**config.mk**
```make
export PLATFORM = sky130hd
export DESIGN_NAME = lppl_light_pen
export DESIGN_NICKNAME = d
export VERILOG_FILES = /design/src/rtl/lppl_pkg.sv /design/src/rtl/lppl_sync.sv /design/src/rtl/lppl_trig_latch.sv /design/src/rtl/lppl_light_pen.sv
export SDC_FILE = /design/constraint.sdc
export NUM_CORES = 1
export LEC_CHECK = 0
export ABC_AREA = 1
export BUFFER_PORTS_ARGS = -buffer_cell sky130_fd_sc_hd__buf_2
export CORE_AREA = 5 5 79 81
export CTS_CLUSTER_SIZE = 10
export DETAILED_ROUTE_END_ITERATION = 16
export DIE_AREA = 0 0 84 86
export GPL_ROUTABILITY_DRIVEN = 0
export PLACE_DENSITY_LB_ADDON = 0.05
export SYNTH_ARGS = -nofsm -noshare
export SYNTH_HDL_FRONTEND = slang
export SYNTH_SLANG_ARGS = --single-unit
```
**constraint.sdc**
```tcl
create_clock -name clk_i -period 5.1 [get_ports clk_i]
set_clock_uncertainty 0.2 [all_clocks]
set_input_delay 1.02 -clock clk_i [delete_from_list [all_inputs] [get_ports clk_i]]
set_output_delay 1.02 -clock clk_i [all_outputs]
set_load 0.02 [all_outputs]
```
**src/rtl/lppl_pkg.sv**
```systemverilog
// Constants shared by the light pen position latch and its helpers.
// Assumes a 32-bit AHB-Lite register bus and an 8-bit beam counter pair.
package lppl_pkg;
    // Number of controller-port trigger lines
    localparam int LPPL_NTRIG = 4;
    // Byte offsets of the registers
    localparam logic [7:0] LPPL_OFS_COLUMN = 8'h00;
    localparam logic [7:0] LPPL_OFS_ROW = 8'h04;
    localparam logic [7:0] LPPL_OFS_GFX_CTRL = 8'h08;
    localparam logic [7:0] LPPL_OFS_IRQ_STS = 8'h0c;
    localparam logic [7:0] LPPL_OFS_IRQ_MASK = 8'h10;
    localparam logic [7:0] LPPL_OFS_TRIG_BASE = 8'h20;
    localparam logic [7:0] LPPL_TRIG_STRIDE = 8'h04;
    // Graphics control: trigger latch enable bit
    localparam int LPPL_LATCH_BIT = 2;
    // Interrupt event bits
    localparam int LPPL_NEV = 2;
    localparam int LPPL_EV_PEN = 0;
    localparam int LPPL_EV_TRIG = 1;
    // Reset values
    localparam logic LPPL_LATCH_RST = 1'b0;
    localparam logic [LPPL_NEV-1:0] LPPL_MASK_RST = 2'h0;
    localparam logic [LPPL_NEV-1:0] LPPL_STS_RST = 2'h0;
    // Bus answers
    localparam logic LPPL_HRESP_OKAY = 1'b0;
    localparam int LPPL_HTRANS_ACTIVE_BIT = 1;
endpackage

```
**src/rtl/lppl_sync.sv**
```systemverilog
// Two-stage synchroniser bank for asynchronous pins.
// Assumes one clock; the first stage feeds only the second.
`timescale 1ns/1ns
module lppl_sync
    import lppl_pkg::*;
#(
    parameter int WIDTH = 4,
    parameter logic [WIDTH-1:0] RST_VAL = '1
) (
    input wire logic clk_i,
    input wire logic srst_i,
    input wire logic [WIDTH-1:0] async_i,
    output logic [WIDTH-1:0] sync_o
);
    typedef struct packed {
        logic [WIDTH-1:0] meta;
        logic [WIDTH-1:0] sync;
    } lppl_sync_state_t;

    lppl_sync_state_t s_r;
    lppl_sync_state_t s_nxt;

    always_comb begin
        s_nxt.meta = async_i;
        s_nxt.sync = s_r.meta;
        if (srst_i) begin
            s_nxt.meta = RST_VAL;
            s_nxt.sync = RST_VAL;
        end
    end

    always_ff @(posedge clk_i) begin
        s_r <= s_nxt;
    end

    assign sync_o = s_r.sync;
endmodule

```
**src/rtl/lppl_trig_latch.sv**
```systemverilog
// Trigger register bank with optional sticky latching of activation.
// Assumes synchronised, active-high trigger activity on the input.
`timescale 1ns/1ns
module lppl_trig_latch
    import lppl_pkg::*;
#(
    parameter int N = 4
) (
    input wire logic clk_i,
    input wire logic srst_i,
    input wire logic [N-1:0] act_i,
    input wire logic latch_en_i,
    output logic [N-1:0] level_o,
    output logic rise_o
);
    typedef struct packed {
        logic [N-1:0] prev;
        logic [N-1:0] held;
        logic [N-1:0] level;
        logic rise;
    } lppl_tl_state_t;

    lppl_tl_state_t s_r;
    lppl_tl_state_t s_nxt;

    always_comb begin
        s_nxt = s_r;
        s_nxt.prev = act_i;
        s_nxt.rise = |(act_i & ~s_r.prev);
        for (int i = 0; i < N; i++) begin
            // Held activation survives release while latching is on
            s_nxt.held[i] = latch_en_i & (s_r.held[i] | act_i[i]);
            // One enable serves every trigger
            s_nxt.level[i] = ~(act_i[i] | s_nxt.held[i]);
        end
        if (srst_i) begin
            s_nxt.prev = '0;
            s_nxt.held = '0;
            s_nxt.level = '1;
            s_nxt.rise = 1'b0;
        end
    end

    always_ff @(posedge clk_i) begin
        s_r <= s_nxt;
    end

    assign level_o = s_r.level;
    assign rise_o = s_r.rise;
endmodule

```
**src/rtl/lppl_light_pen.sv**
```systemverilog
// Light pen position latch with trigger registers, AHB-Lite slave.
// Assumes beam counters arrive on clk_i; trigger pins are asynchronous.
//
// Contract
// - Capture beam counters only on the edge into beam-sense assertion.
// - A held beam-sense input keeps the first capture, no recapture.
// - Captured column has color-clock resolution, values 0 to 227.
// - Captured row counts two-line units, 0-130 or 0-155.
// - Capture also in border and blanking; no visible-area gating.
// - Position registers hold indefinitely; vertical blank leaves them.
// - Reset leaves position registers unchanged; power-up value arbitrary.
// - Beam-sense is the combination of all wired port triggers.
// - Control bit 2 enables trigger latching for on-screen polling.
// - Pulses as short as 16 machine cycles are reliably registered.
// - Trigger register bits 1-7 zero; bit 0 is 1 when inactive.
// - Latching enable covers all triggers; latched activation persists.
//
// The register offsets and the AHB-Lite interface to the registers were chosen for this implementation.
`timescale 1ns/1ns
module lppl_light_pen
    import lppl_pkg::*;
#(
    parameter int NTRIG = LPPL_NTRIG
) (
    input wire logic clk_i,
    input wire logic srst_i,
    // Controller-port trigger pins, low while active
    input wire logic [NTRIG-1:0] trig_n_i,
    // Beam position counters of the video controller
    input wire logic [7:0] beam_column_i,
    input wire logic [7:0] beam_row_i,
    // AHB-Lite slave
    input wire logic hsel_i,
    input wire logic [31:0] haddr_i,
    input wire logic [1:0] htrans_i,
    input wire logic hwrite_i,
    input wire logic [2:0] hsize_i,
    input wire logic [31:0] hwdata_i,
    input wire logic hready_i,
    output logic [31:0] hrdata_o,
    output logic hreadyout_o,
    output logic hresp_o,
    output logic irq_o
);
    typedef struct packed {
        logic [7:0] column;
        logic [7:0] row;
        logic beam_prev;
        logic latch_en;
        logic [LPPL_NEV-1:0] sts;
        logic [LPPL_NEV-1:0] mask;
        logic pend;
        logic pwrite;
        logic [7:0] paddr;
        logic [31:0] rdata;
        logic rdy;
        logic hresp;
        logic irq;
    } lppl_state_t;

    lppl_state_t s_r;
    lppl_state_t s_nxt;

    logic [NTRIG-1:0] trig_n_s;
    logic [NTRIG-1:0] trig_act;
    logic [NTRIG-1:0] trig_level;
    logic trig_rise;
    logic beam_sense;
    logic pen_edge;
    logic take;
    logic [LPPL_NEV-1:0] ev;
    logic [LPPL_NEV-1:0] clr;
    logic [31:0] rd_mux;

    // Two flops before any logic sees the pins
    lppl_sync #(
        .WIDTH(NTRIG),
        .RST_VAL({NTRIG{1'b1}})
    ) u_sync (
        .clk_i(clk_i),
        .srst_i(srst_i),
        .async_i(trig_n_i),
        .sync_o(trig_n_s)
    );

    // At 8 ns a 16-cycle pulse spans many samples
    assign trig_act = ~trig_n_s;

    lppl_trig_latch #(
        .N(NTRIG)
    ) u_trig (
        .clk_i(clk_i),
        .srst_i(srst_i),
        .act_i(trig_act),
        .latch_en_i(s_r.latch_en),
        .level_o(trig_level),
        .rise_o(trig_rise)
    );

    // Read multiplexer over current state
    always_comb begin
        rd_mux = 32'h0;
        case (s_r.paddr)
            LPPL_OFS_COLUMN: begin
                rd_mux[7:0] = s_r.column;
            end
            LPPL_OFS_ROW: begin
                rd_mux[7:0] = s_r.row;
            end
            LPPL_OFS_GFX_CTRL: begin
                rd_mux[LPPL_LATCH_BIT] = s_r.latch_en;
            end
            LPPL_OFS_IRQ_STS: begin
                rd_mux[LPPL_NEV-1:0] = s_r.sts;
            end
            LPPL_OFS_IRQ_MASK: begin
                rd_mux[LPPL_NEV-1:0] = s_r.mask;
            end
            default: begin
                rd_mux = 32'h0;
            end
        endcase
        for (int i = 0; i < NTRIG; i++) begin
            if (s_r.paddr == 8'(LPPL_OFS_TRIG_BASE
                    + 8'(i) * LPPL_TRIG_STRIDE)) begin
                // Upper bits read zero
                rd_mux = {31'h0, trig_level[i]};
            end
        end
    end

    always_comb begin
        // Default hold keeps positions until the next edge
        s_nxt = s_r;
        clr = '0;
        // Any wired trigger drives the beam sense
        beam_sense = |trig_act;
        // Edge only, so a held line cannot recapture
        pen_edge = beam_sense & ~s_r.beam_prev;
        s_nxt.beam_prev = beam_sense;
        // No blanking or border gating on the capture
        if (pen_edge) begin
            s_nxt.column = beam_column_i;
            s_nxt.row = beam_row_i;
        end

        take = hsel_i & htrans_i[LPPL_HTRANS_ACTIVE_BIT] & hready_i;
        if (s_r.pend) begin
            s_nxt.pend = 1'b0;
            s_nxt.rdy = 1'b1;
            if (s_r.pwrite) begin
                case (s_r.paddr)
                    LPPL_OFS_GFX_CTRL: begin
                        s_nxt.latch_en = hwdata_i[LPPL_LATCH_BIT];
                    end
                    LPPL_OFS_IRQ_STS: begin
                        clr = hwdata_i[LPPL_NEV-1:0];
                    end
                    LPPL_OFS_IRQ_MASK: begin
                        s_nxt.mask = hwdata_i[LPPL_NEV-1:0];
                    end
                    default: begin
                        clr = '0;
                    end
                endcase
            end else begin
                s_nxt.rdata = rd_mux;
            end
        end else if (take) begin
            s_nxt.pend = 1'b1;
            s_nxt.pwrite = hwrite_i;
            s_nxt.paddr = haddr_i[7:0];
            s_nxt.rdy = 1'b0;
        end

        // Set wins over a simultaneous clear
        ev = '0;
        ev[LPPL_EV_PEN] = pen_edge;
        ev[LPPL_EV_TRIG] = trig_rise;
        s_nxt.sts = (s_r.sts & ~clr) | ev;
        s_nxt.hresp = LPPL_HRESP_OKAY;
        s_nxt.irq = |(s_nxt.sts & s_nxt.mask);

        if (srst_i) begin
            // Positions deliberately survive reset
            s_nxt.column = s_r.column;
            s_nxt.row = s_r.row;
            s_nxt.beam_prev = 1'b0;
            s_nxt.latch_en = LPPL_LATCH_RST;
            s_nxt.sts = LPPL_STS_RST;
            s_nxt.mask = LPPL_MASK_RST;
            s_nxt.pend = 1'b0;
            s_nxt.pwrite = 1'b0;
            s_nxt.paddr = 8'h00;
            s_nxt.rdata = 32'h0;
            s_nxt.rdy = 1'b1;
            s_nxt.hresp = LPPL_HRESP_OKAY;
            s_nxt.irq = 1'b0;
        end
    end

    always_ff @(posedge clk_i) begin
        s_r <= s_nxt;
    end

    assign hrdata_o = s_r.rdata;
    assign hreadyout_o = s_r.rdy;
    assign hresp_o = s_r.hresp;
    assign irq_o = s_r.irq;
endmodule

```
==> results of run 1 <==
## cells in the mapped netlist
library cell	count
or2_2	9
inv_1	19
o21ai_0	10
o22ai_1	2
inv_2	2
nand3_2	1
nand2_1	44
a21oi_1	13
a22o_1	5
a21o_1	1
nor2_2	5
nand2_2	2
nand4_1	5
a21oi_2	8
edfxtp_1	16
clkinv_2	1
buf_4	33
nor2_1	28
nand3_1	11
clkbuf_1	2
nor2_4	1
nor4_2	1
buf_2	2
o211ai_1	1
buf_1	1
nor3_2	1
o21ai_1	1
conb_1	1
dfxtp_1	47
## cell families (layout without fill, tap and decap cells)
group                  Yosys count  after routing  share of synthesized area
AO/OA/AOI/OAI                   41             41                     0.1030
other                            1             25                   0.001476
AND/OR/NAND/NOR                108            108                     0.1970
buffers and inverters           60             85                     0.1389
flip-flops                      63             63                     0.5596
## per-stage QoR
| step | std cells | area [um2] |
|---|---|---|
| floorplan | 297 | 2630 |
| global placement | 378 | 2689 |
| detailed placement | 378 | 2689 |
| CTS | 394 | 2893 |
| global route | 394 | 2893 |
| finish | 394 | 2893 |
## report_power, final
group          total (uW)  switching [uW]  internal, uW
Clock                 447             175           271
Sequential            541            8.36           533
Combinational        97.0            64.4          32.6
Total                1080             248           837
## registers in the layout, summed over array words and instances, names as in the netlist
signal / count
u_trig.level_o: 4
hreadyout_o: 1
u_sync.s_r: 4
u_trig.rise_o: 1
hrdata_o: 8
u_trig.s_r: 8
u_sync.sync_o: 4
s_r: 32
irq_o: 1
## routing by layer
metal  routed length (um)  track usage  up-vias
met2                 2002       0.2061       55
met5                    0            0        -
met1                 2125       0.1701      766
li1                     -            -      918
met3                  345      0.05091        6
met4                   52      0.05263        0
## cells in the final DEF, fill, tap and decap left out
| cell type | instances |
|---|---|
| o22ai_1 | 2 |
| buf_2 | 46 |
| inv_2 | 2 |
| bufinv_16 | 2 |
| nand2_1 | 44 |
| edfxtp_1 | 16 |
| dfxtp_1 | 47 |
| o21ai_1 | 1 |
| a22o_1 | 5 |
| nand3_2 | 1 |
| o211ai_1 | 1 |
| nor2_4 | 1 |
| clkinv_2 | 2 |
| nor4_2 | 1 |
| or2_2 | 9 |
| buf_4 | 1 |
| clkbuf_8 | 9 |
| a21oi_2 | 8 |
| clkbuf_1 | 2 |
| nand2_2 | 2 |
| nor3_2 | 1 |
| conb_1 | 25 |
| nor2_1 | 28 |
| o21ai_0 | 10 |
| a21oi_1 | 13 |
| nand4_1 | 5 |
| a21o_1 | 1 |
| clkinv_1 | 2 |
| nand3_1 | 11 |
| nor2_2 | 5 |
| inv_1 | 19 |
## cell type report
type	count	area, um2	area share
Sequential cell	63	1421	0.4913
Timing Repair Buffer	47	237.7	0.08218
Tap cell	72	90.09	0.03114
Inverter	22	83.83	0.02898
Clock inverter	5	72.57	0.02509
Multi-Input combinational cell	174	855.8	0.2958
Clock buffer	11	131.4	0.04542
## path summary, 6_finish.rpt
check,from,to,depth (start not counted)
hold / removal,u_sync.s_r[4],u_sync.sync_o[0],1
hold reg to reg,u_sync.s_r[4],u_sync.sync_o[0],1
setup / recovery,srst_i,u_trig.level_o[3],5
setup reg to reg,u_sync.sync_o[0],s_r[58],5
## critical path, cell delays in order
cell and delay [ns]:
buf_2 0.47, inv_1 0.31, nand2_1 0.23, a21oi_1 0.07, nor2_1 0.10
==> summary.md, run 1 <==
| Metric | Value |
|---|---|
| Crit path max fanout | 30 |
| Crit end category | register |
| WL final | 4526 um |
| Setup ws final | 2.945 ns |
| ANT nets after route | 0 |
| Reg2reg setup slack | 3.51 ns |
| Die area | 7224 um2 |
| IO buf count | 46 |
| Post-CTS Resized | 0 |
| Hold_buf cts | 0 |
| Synth warn | 0 |
| Crit path required time | 5.16 ns |
| Total GRT Usage | 0.1337 |
| Tcrit/Tclk final | 0.4226 |
| Number of max-cap violations | 0 |
| CTS Sinks | 63 |
| Flops & latches, synth | 63 |
| # setup viols final | 0 |
| Sum Neg Setup Slack | 0 ns |
| Core box area | 5405 um2 |
| H-tree levels | 3 |
| Initial antenna violation count | 0 |
| Final hold viol count | 0 |
| Status | finished, final reports clean |
| Post-DP HPWL | 3256 um |
| Clk buf depth | 2 |
| Pwr Total | 1085 uW |
| Largest net degree at the start of global routing | 31 |
| First-pass GRT wire length | 7659 um |
| Peak supply drop | 0.0001961 V |
| Final core utilization | 0.5352 |
| Fin nets | 411 |
| Setup Buffers After CTS | 0 |
| Layout area overhead | 13.89% |
| Row count | 27 |
| Worst-margin pin slew | 0.5896 ns |
| Antenna Cells | 0 |
| Number of global-route vias before repair | 1709 |
| Min Clock Period, post-route | 2.155 ns |
| Total CTS buffers | 9 |
| Max-slew headroom | 0.6069 |
| Seq/Total Area, Yosys | 0.5596 |
| Worst min path class | reg -> reg |
| Final hold slack | 0.2066 ns |
| Wire per inst | 11.49 um |
| Clk Tree Root Cell | clkbuf_8 |
| Starting Density | 0.4699 |
| Clk slew on worst S/H paths | 0.06 ns |
| Mean Syn Cell Area | 9.304 um2 |
| Max Freq | 0.4640 GHz |
| Layout cells sized above 1 | 0.2795 |
| Grt total ovfl | 0 |
| Clk Latency, worst-skew pair | 0.33 ns |
| Setup Slack @ Placement | 2.561 ns |
| Pleak | 0.001231 uW |
| Cell area after synthesis | 2540 um2 |
| Boundary Pins | 129 |
| Syn Inst Count | 273 |
| Yosys top cell area share | 0.3704 |
| Die width | 84 um |
| Critical path launch point type | primary input |
| Yosys cell types | 29 |
| CTS tree | done |
| Dominant cell type by area after synthesis | dfxtp_1 |
| Routed vias | 1745 |
| Drt first-iter violations | 102 |
| Setup CP Type | in -> reg |
| Largest cells by area after synthesis | dfxtp_1 37%, edfxtp_1 19%, buf_4 9.8%, nand2_1 6.5%, nor2_1 4.1% |
| Via density | 4.429 |
| DRC | 0 |
| Critical Path AT | 2.22 ns |
| RSZ-0062 raised after global routing | no |
| Fillcell total | 542 |
| P per Cell Area | 375.0 nW/um2 |
| Chip height | 86 um |
| Final max-slew violation count | 0 |
| TritonRoute pass-1 iters | 4 |
(Power assumes the default switching activity.)
==> inputs of run 2 (changes only) <==
- CORE_AREA: 5 5 79 81 -> 5 5 85 87
- DIE_AREA: 0 0 84 86 -> 0 0 90 92
- clock period: 5.1 -> 1.93 ns (I/O delays scaled with it)
==> run 2 against run 1 <==
Compared with the run above:
- register-to-register slack lost 3.2 ns
- cell count grew 2.3%
- critical endpoint is now s_r[66]
- wire length grew 7.4%
- highest routed layer unchanged
==> summary.md, run 2 (synthesis gave the netlist of run 1 again) <==
| Metric | Value |
|---|---|
| Status | finished, final reports clean (unchanged) |
| Crit path required time | 1.76 ns (was 5.16 ns) |
| Layout cells sized above 1 | 0.2975 (was 0.2795) |
| Layout area overhead | 15.81% (was 13.89%) |
| Total CTS buffers | 9 (unchanged) |
| Critical-path top delay cell | dfxtp_1 (was buf_2) |
| Chip height | 92 um (was 86 um) |
| Routed vias | 1776 (was 1745) |
| TritonRoute pass-1 iters | 4 (unchanged) |
| Most frequent cells in the layout | 47 x dfxtp_1, 46 x buf_2, 44 x nand2_1 (unchanged) |
| Clk Tree Root Cell | clkbuf_8 (unchanged) |
| Setup CP Type | reg -> reg (was in -> reg) |
| Peak supply drop | 0.0005183 V (was 0.0001961 V) |
| Hold_buf cts | 0 (unchanged) |
| Design Area, Final | 2942 um2 (was 2893 um2) |
| Commonest non-fill, non-tap cell in the layout | dfxtp_1 (unchanged) |
| Via density | 4.407 (was 4.429) |
| Worst min path class | in -> reg (was reg -> reg) |
| Reg2reg setup slack | 0.36 ns (was 3.51 ns) |
| Antenna Cells | 0 (unchanged) |
| Number of global-route vias before repair | 1731 (was 1709) |
| Pleak | 0.001253 uW (was 0.001231 uW) |
| Crit end category | register (unchanged) |
| Max Freq | 0.6356 GHz |
| Critical path launch point type | register (was primary input) |
| Reg area | 1421 um2 (unchanged) |
| Hold EP | s_r[65] (was u_sync.sync_o[0]) |
| Post-CTS Resized | 0 (unchanged) |
| Critical Path AT | 1.40 ns (was 2.22 ns) |
| WL final | 4859 um (was 4526 um) |
| Most used routing layer | met2 (unchanged) |
| Starting Density | 0.4046 (was 0.4699) |
| Drt first-iter violations | 51 (was 102) |
| Tcrit/Tclk final | 0.8152 |
| Grt total ovfl | 0 (unchanged) |
| CTS tree | done (unchanged) |
| Clk buf depth | 2 (unchanged) |
| Post-DP HPWL | 3543 um (was 3256 um) |
| P per Cell Area | 971.0 nW/um2 (was 375.0 nW/um2) |
| Row count | 29 (was 27) |
| Final core utilization | 0.4686 (was 0.5352) |
| Wire per inst | 12.06 um (was 11.49 um) |
| GR Util met1 | 0.1531 (was 0.1701) |
| Hold depth | 1 (unchanged) |
| Die width | 90 um (was 84 um) |
| Largest net degree at the start of global routing | 17 (was 31) |
| Multi-input gate area | 858.3 um2 (was 855.8 um2) |
| IO buf count | 46 (unchanged) |
| Setup Buffers After CTS | 0 (unchanged) |
| Sum Neg Setup Slack | 0 ns (unchanged) |
| Final max-slew violation count | 0 (unchanged) |
| DRC | 0 (unchanged) |
| Grt met3 use | 0.04419 (was 0.05091) |
| Initial antenna violation count | 0 (unchanged) |
| CTS Sinks | 63 (unchanged) |
| Clk Latency, worst-skew pair | 0.34 ns (was 0.33 ns) |
| Worst-case reg-to-reg path depth | 5 (unchanged) |
| Final hold viol count | 0 (unchanged) |
| Clk slew on worst S/H paths | 0.07 ns (was 0.06 ns) |
| Die area | 8280 um2 (was 7224 um2) |
| Area after DPL | 2740 um2 (was 2689 um2) |
| Reg-to-reg endpoint | s_r[66] (was s_r[58]) |
| Core box area | 6277 um2 (was 5405 um2) |
| Boundary Pins | 129 (unchanged) |
| Cell Chain, Critical Path | nand2_1, nor2_1, or2_2, nor2_2, buf_4 (was buf_2, inv_1, nand2_1, a21oi_1, nor2_1) |
| Total GRT Usage | 0.1222 (was 0.1337) |
| Max reg flops | 32 (unchanged) |
| Worst Hold Launch | beam_column_i[6] (was u_sync.s_r[4]) |
| Met2 Usage GRT | 0.1866 (was 0.2061) |
| # setup viols final | 0 (unchanged) |
| Fin nets | 415 (was 411) |
| H-tree levels | 3 (unchanged) |
| Min Clock Period, post-route | 1.573 ns |
| Critical path's largest stage delay | 0.34 ns (was 0.47 ns) |
| Number of max-cap violations | 0 (unchanged) |
| ANT nets after route | 0 (unchanged) |
| Crit path max fanout | 16 (was 30) |
| Largest Register | s_r (unchanged) |
| Fillcell total | 657 (was 542) |
| First-pass GRT wire length | 8052 um (was 7659 um) |
| RSZ-0062 raised after global routing | no (unchanged) |
| R2r startpoint | u_sync.sync_o[1] (was u_sync.sync_o[0]) |
-- run 2: cell count changes in the layout (fill, tap and decap cells not counted), sizes merged --
cell      previous run  this run
bufinv               2         1
clkinv               4         2
clkbuf              11        13
clkinvlp             0         1
buf                 47        51
-- run 2: worst max-delay path: cells and delay by family, from the launching register on --
family | cells | cell delay, ns
buffers and inverters | 1 | 0.23
DFF | 1 | 0.34
and+or+nand+nor | 4 | 0.50
-- run 2: layout make-up --
cell class / count / share of cell area
clock buffers: 13 / 0.05402
clock inverters: 3 / 0.01446
flip-flops and latches: 63 / 0.4832
repair buffers: 51 / 0.09528
inverters: 22 / 0.02850
multi-input cells: 174 / 0.2918
well taps: 77 / 0.03275
-- run 2: per-layer routing --
layer,up-vias,part of all wire
met2,57,0.43
met5,-,0
li1,932,-
met1,777,0.48
met3,10,0.076
met4,0,0.020
-- run 2: report_power, final --
| part | switching (uW) | leakage [uW] | internal, uW |
|---|---|---|---|
| logic | 175 | 0.000622 | 93.4 |
| registers | 22.3 | 0.000532 | 1410 |
| clock network | 492 | 0.0000996 | 666 |
-- run 2: through the flow --
step                power (uW)  worst slack [ns]  hold WS [ns]  instances
global placement          1728            0.3491        0.1918        387
global route              2979            0.1963      0.006054        403
finish                    2856            0.3567       0.01786        403
floorplan                 1683           0.09963        0.1895        297
detailed placement        1729            0.3511        0.1936        387
CTS                       2891            0.3392      0.004870        403
-- run 2: worst max path at each step --
stage                           from     endpoint  slack [ns]  cells past startpoint
floorplan                     srst_i      s_r[51]         0.1                      3
global placement    u_sync.sync_o[0]      s_r[64]        0.35                      5
detailed placement  u_sync.sync_o[1]      s_r[56]        0.35                      5
CTS                 u_sync.sync_o[1]      s_r[66]        0.34                      5
global route                 s_r[39]  hrdata_o[0]        0.20                      9
finish              u_sync.sync_o[1]      s_r[66]        0.36                      5
==> inputs of run 3 (changes only) <==
- ABC_AREA: 1 -> 0
- CORE_AREA: 5 5 85 87 -> 5 5 82 84
- DIE_AREA: 0 0 90 92 -> 0 0 87 89
- clock period: 1.93 -> 1.45 ns (I/O delays scaled with it)
==> run 3 against run 2 <==
Compared with the run above:
- the flow now finishes with violations (setup timing)
- power grew 37%
- sequential share of layout area shrank 6.5 points
- highest routed layer unchanged
- largest cell class unchanged
- largest power group unchanged
- first-iteration DRC count grew 71%
- critical path type unchanged
- non-clock buffer count grew 49
==> summary.md, run 3 <==
| Metric | Value |
|---|---|
| Status | finished, violations left (was finished, final reports clean) |
| Violated checks | setup timing |
| Mux cell area share after synthesis | 0.05100 (was 0) |
| Total GRT Usage | 0.1443 (was 0.1222) |
| Most frequent cells in the layout | 46 x buf_2, 43 x dfxtp_1, 27 x buf_4 (was 47 x dfxtp_1, 46 x buf_2, 44 x nand2_1) |
| Inst Count DP | 371 (was 387) |
| Routed vias | 1853 (was 1776) |
| Die area | 7743 um2 (was 8280 um2) |
| Number of max-cap violations | 0 (unchanged) |
| Layout cells sized above 1 | 0.3402 (was 0.2975) |
| Worst min path class | in -> reg (unchanged) |
| Clk slew on worst S/H paths | 0.07 ns (about the same) |
| Syn Inst Count | 242 (was 273) |
| Wire per inst | 12.31 um (was 12.06 um) |
| Pwr Total | 3919 uW (was 2856 uW) |
| Seq/Total Area, Yosys | 0.5517 (was 0.5596) |
| Commonest non-fill, non-tap cell in the layout | buf_2 (was dfxtp_1) |
| Setup ws final | -0.1805 ns (was 0.3567 ns) |
| Fillcell total | 514 (was 657) |
| Post-Layout Cell Count | 413 (was 403) |
| EDFF count, synth | 16 (unchanged) |
| Largest family of logic cells by synthesized area | simple AND/OR/NAND/NOR gates (unchanged) |
| Largest net degree at the start of global routing | 18 (was 17) |
| Compound-Gate Fraction of Synth Area | 0.08305 (was 0.1030) |
| Chip height | 89 um (was 92 um) |
| Final hold viol count | 0 (unchanged) |
| Drt first-iter violations | 87 (was 51) |
| Dominant cell type by area after synthesis | dfxtp_1 (unchanged) |
| Proportion of power drawn by the clock network | 0.416 (was 0.406) |
| P per Cell Area | 1148 nW/um2 (was 971.0 nW/um2) |
| Final core utilization | 0.5836 (was 0.4686) |
| Number of global-route vias before repair | 1835 (was 1731) |
| Max Freq | 0.6133 GHz (was 0.6356 GHz) |
| TritonRoute pass-1 iters | 4 (unchanged) |
| Row count | 28 (was 29) |
| Die width | 87 um (was 90 um) |
| WL final | 5085 um (was 4859 um) |
| Largest Register | s_r (unchanged) |
| Design Area, Final | 3415 um2 (was 2942 um2) |
| H-tree levels | 3 (unchanged) |
| IO buf count | 46 (unchanged) |
| Peak supply drop | 0.0007512 V (was 0.0005183 V) |
| Most used DFF post-synth | dfxtp_1 (unchanged) |
| Min Clock Period, post-route | 1.631 ns (was 1.573 ns) |
| Tcrit/Tclk final | 1.124 (was 0.8152) |
| Final max-slew violation count | 0 (unchanged) |
| Cell area after synthesis | 2576 um2 (was 2540 um2) |
| ANT nets after route | 0 (unchanged) |
| Crit end category | register (unchanged) |
| Critical Path AT | 1.69 ns (was 1.40 ns) |
| Boundary Pins | 129 (unchanged) |
| CTS Sinks | 63 (unchanged) |
| Via density | 4.487 (was 4.407) |
| Combinational Power Share | 0.099 (was 0.094) |
| Antenna Cells | 0 (unchanged) |
| Pleak | 0.001430 uW (was 0.001253 uW) |
| Largest cells by area after synthesis | dfxtp_1 37%, edfxtp_1 19%, buf_4 9.9%, nor2_1 3.6%, nand2_1 3.2% (was dfxtp_1 37%, edfxtp_1 19%, buf_4 9.8%, nand2_1 6.5%, nor2_1 4.1%) |
| Yosys cell types | 46 (was 29) |
| DRC | 0 (unchanged) |
| Simple-Gate Fraction of Synth Area | 0.1700 (was 0.1970) |
| Fin nets | 427 (was 415) |
| Flops & latches, synth | 63 (unchanged) |
| Setup CP Type | reg -> reg (unchanged) |
| Synth Area in Adders | 0 (unchanged) |
| Sw Share | 0.2164 (was 0.2414) |
| FFs w/ async S/R, synth | 0 (unchanged) |
| Core box area | 5851 um2 (was 6277 um2) |
| Total CTS buffers | 9 (unchanged) |
| Synth warn | 0 (unchanged) |
| Grt total ovfl | 0 (unchanged) |
| Area after DPL | 2880 um2 (was 2740 um2) |
| Post-DP HPWL | 3621 um (was 3543 um) |
| CTS tree | done (unchanged) |
| # setup viols final | 14 (was 0) |
| Int Power | 3071 uW (was 2167 uW) |
| Net Sw Power | 847.9 uW (was 689.4 uW) |
| Most common cell in the netlist | dfxtp_1 (unchanged) |
| Clk buf depth | 2 (unchanged) |
| Critical path launch point type | register (unchanged) |
| Sum Neg Setup Slack | -1.600 ns (was 0 ns) |
| Clk Latency, worst-skew pair | 0.32 ns (was 0.34 ns) |
| Mean Syn Cell Area | 10.65 um2 (was 9.304 um2) |
| RSZ-0062 raised after global routing | yes (was no) |
| Crit path required time | 1.51 ns (was 1.76 ns) |
| Clk Tree Root Cell | clkbuf_8 (unchanged) |
| Synth cell count leaders | 47 x dfxtp_1, 34 x buf_4, 25 x nor2_1, 22 x nand2_1 (was 47 x dfxtp_1, 44 x nand2_1, 33 x buf_4, 28 x nor2_1, 19 x inv_1) |
| Crit path max fanout | 5 (was 16) |
| Initial antenna violation count | 0 (unchanged) |
| XOR/XNOR share of the synthesized area | 0 (unchanged) |
| Sequential share of power | 0.485 (was 0.501) |
| Layout area overhead | 32.54% (was 15.81%) |
| Yosys top cell area share | 0.3652 (was 0.3704) |
| First-pass GRT wire length | 8549 um (was 8052 um) |
| Starting Density | 0.4403 (was 0.4046) |
| Max reg flops | 32 (unchanged) |
==> run 3: cells by family after synthesis <==
kind of cell	Yosys count
other	1
buffers and inverters	49
AOI/OAI and AO/OA	35
DFF	63
and+or+nand+nor	82
muxes	12
==> run 3: what timing repair did <==
| item | CTS | global route |
|---|---|---|
| pin swaps | 7 | 4 |
| buffers inserted | 1 | 1 |
| gates resized for setup | 5 | 13 |
| cloned | 0 | 0 |
| hold buffers | 24 | 0 |
| setup endpoints to repair | 13 | 14 |
| endpoints found under the hold margin | 24 | 0 |
==> run 3: layout make-up <==
| class | count | area, um2 | area share |
|---|---|---|---|
| inverter | 5 | 18.77 | 0.005497 |
| clock buffer | 12 | 145.1 | 0.04251 |
| timing repair buffer | 100 | 715.7 | 0.2096 |
| tap | 75 | 93.84 | 0.02748 |
| multi-input combinational | 154 | 944.7 | 0.2767 |
| clock inverter | 4 | 70.07 | 0.02052 |
| sequential | 63 | 1426 | 0.4177 |
==> run 3: critical path, stage by stage (launching register included) <==
cell     delay [ns]
dfxtp_2        0.34
or4_4          0.56
nor4_4         0.16
buf_6          0.17
a22oi_2        0.06
nor2_1         0.10
==> run 3: worst paths after layout <==
| check | from | slack (ns) | end | depth (start not counted) |
|---|---|---|---|---|
| hold reg to reg | u_sync.s_r[4] | 0.20 | u_sync.sync_o[0] | 1 |
| setup reg to reg | s_r[36] | -0.18 | hrdata_o[3] | 5 |
| hold / removal | hwrite_i | 0.006 | s_r[43] | 3 |
| setup / recovery | s_r[36] | -0.18 | hrdata_o[3] | 5 |
==> run 3: power groups by stage <==
stage / sequential [uW] / clock, uW / combinational (uW)
floorplan: 1930 / 0 / 258
global route: 1910 / 1780 / 428
finish: 1900 / 1630 / 389
global placement: 1940 / 0 / 317
detailed placement: 1940 / 0 / 320
CTS: 1900 / 1660 / 376
==> run 3: routing by layer <==
metal	global-route usage	part of all wire	vias to the layer above
li1	-	-	950
met1	0.1914	0.46	845
met2	0.2277	0.47	54
met3	0.03318	0.060	4
met4	0.05949	0.0094	0
met5	0	0	-
==> run 3: through the flow <==
| step | setup WS (ns) | hold slack, ns |
|---|---|---|
| CTS | -0.1972 | 0.001836 |
| floorplan | -0.07817 | 0.1601 |
| finish | -0.1805 | 0.005902 |
| global placement | -0.1869 | 0.1867 |
| detailed placement | -0.1966 | 0.1905 |
| global route | -0.2569 | 0.005520 |
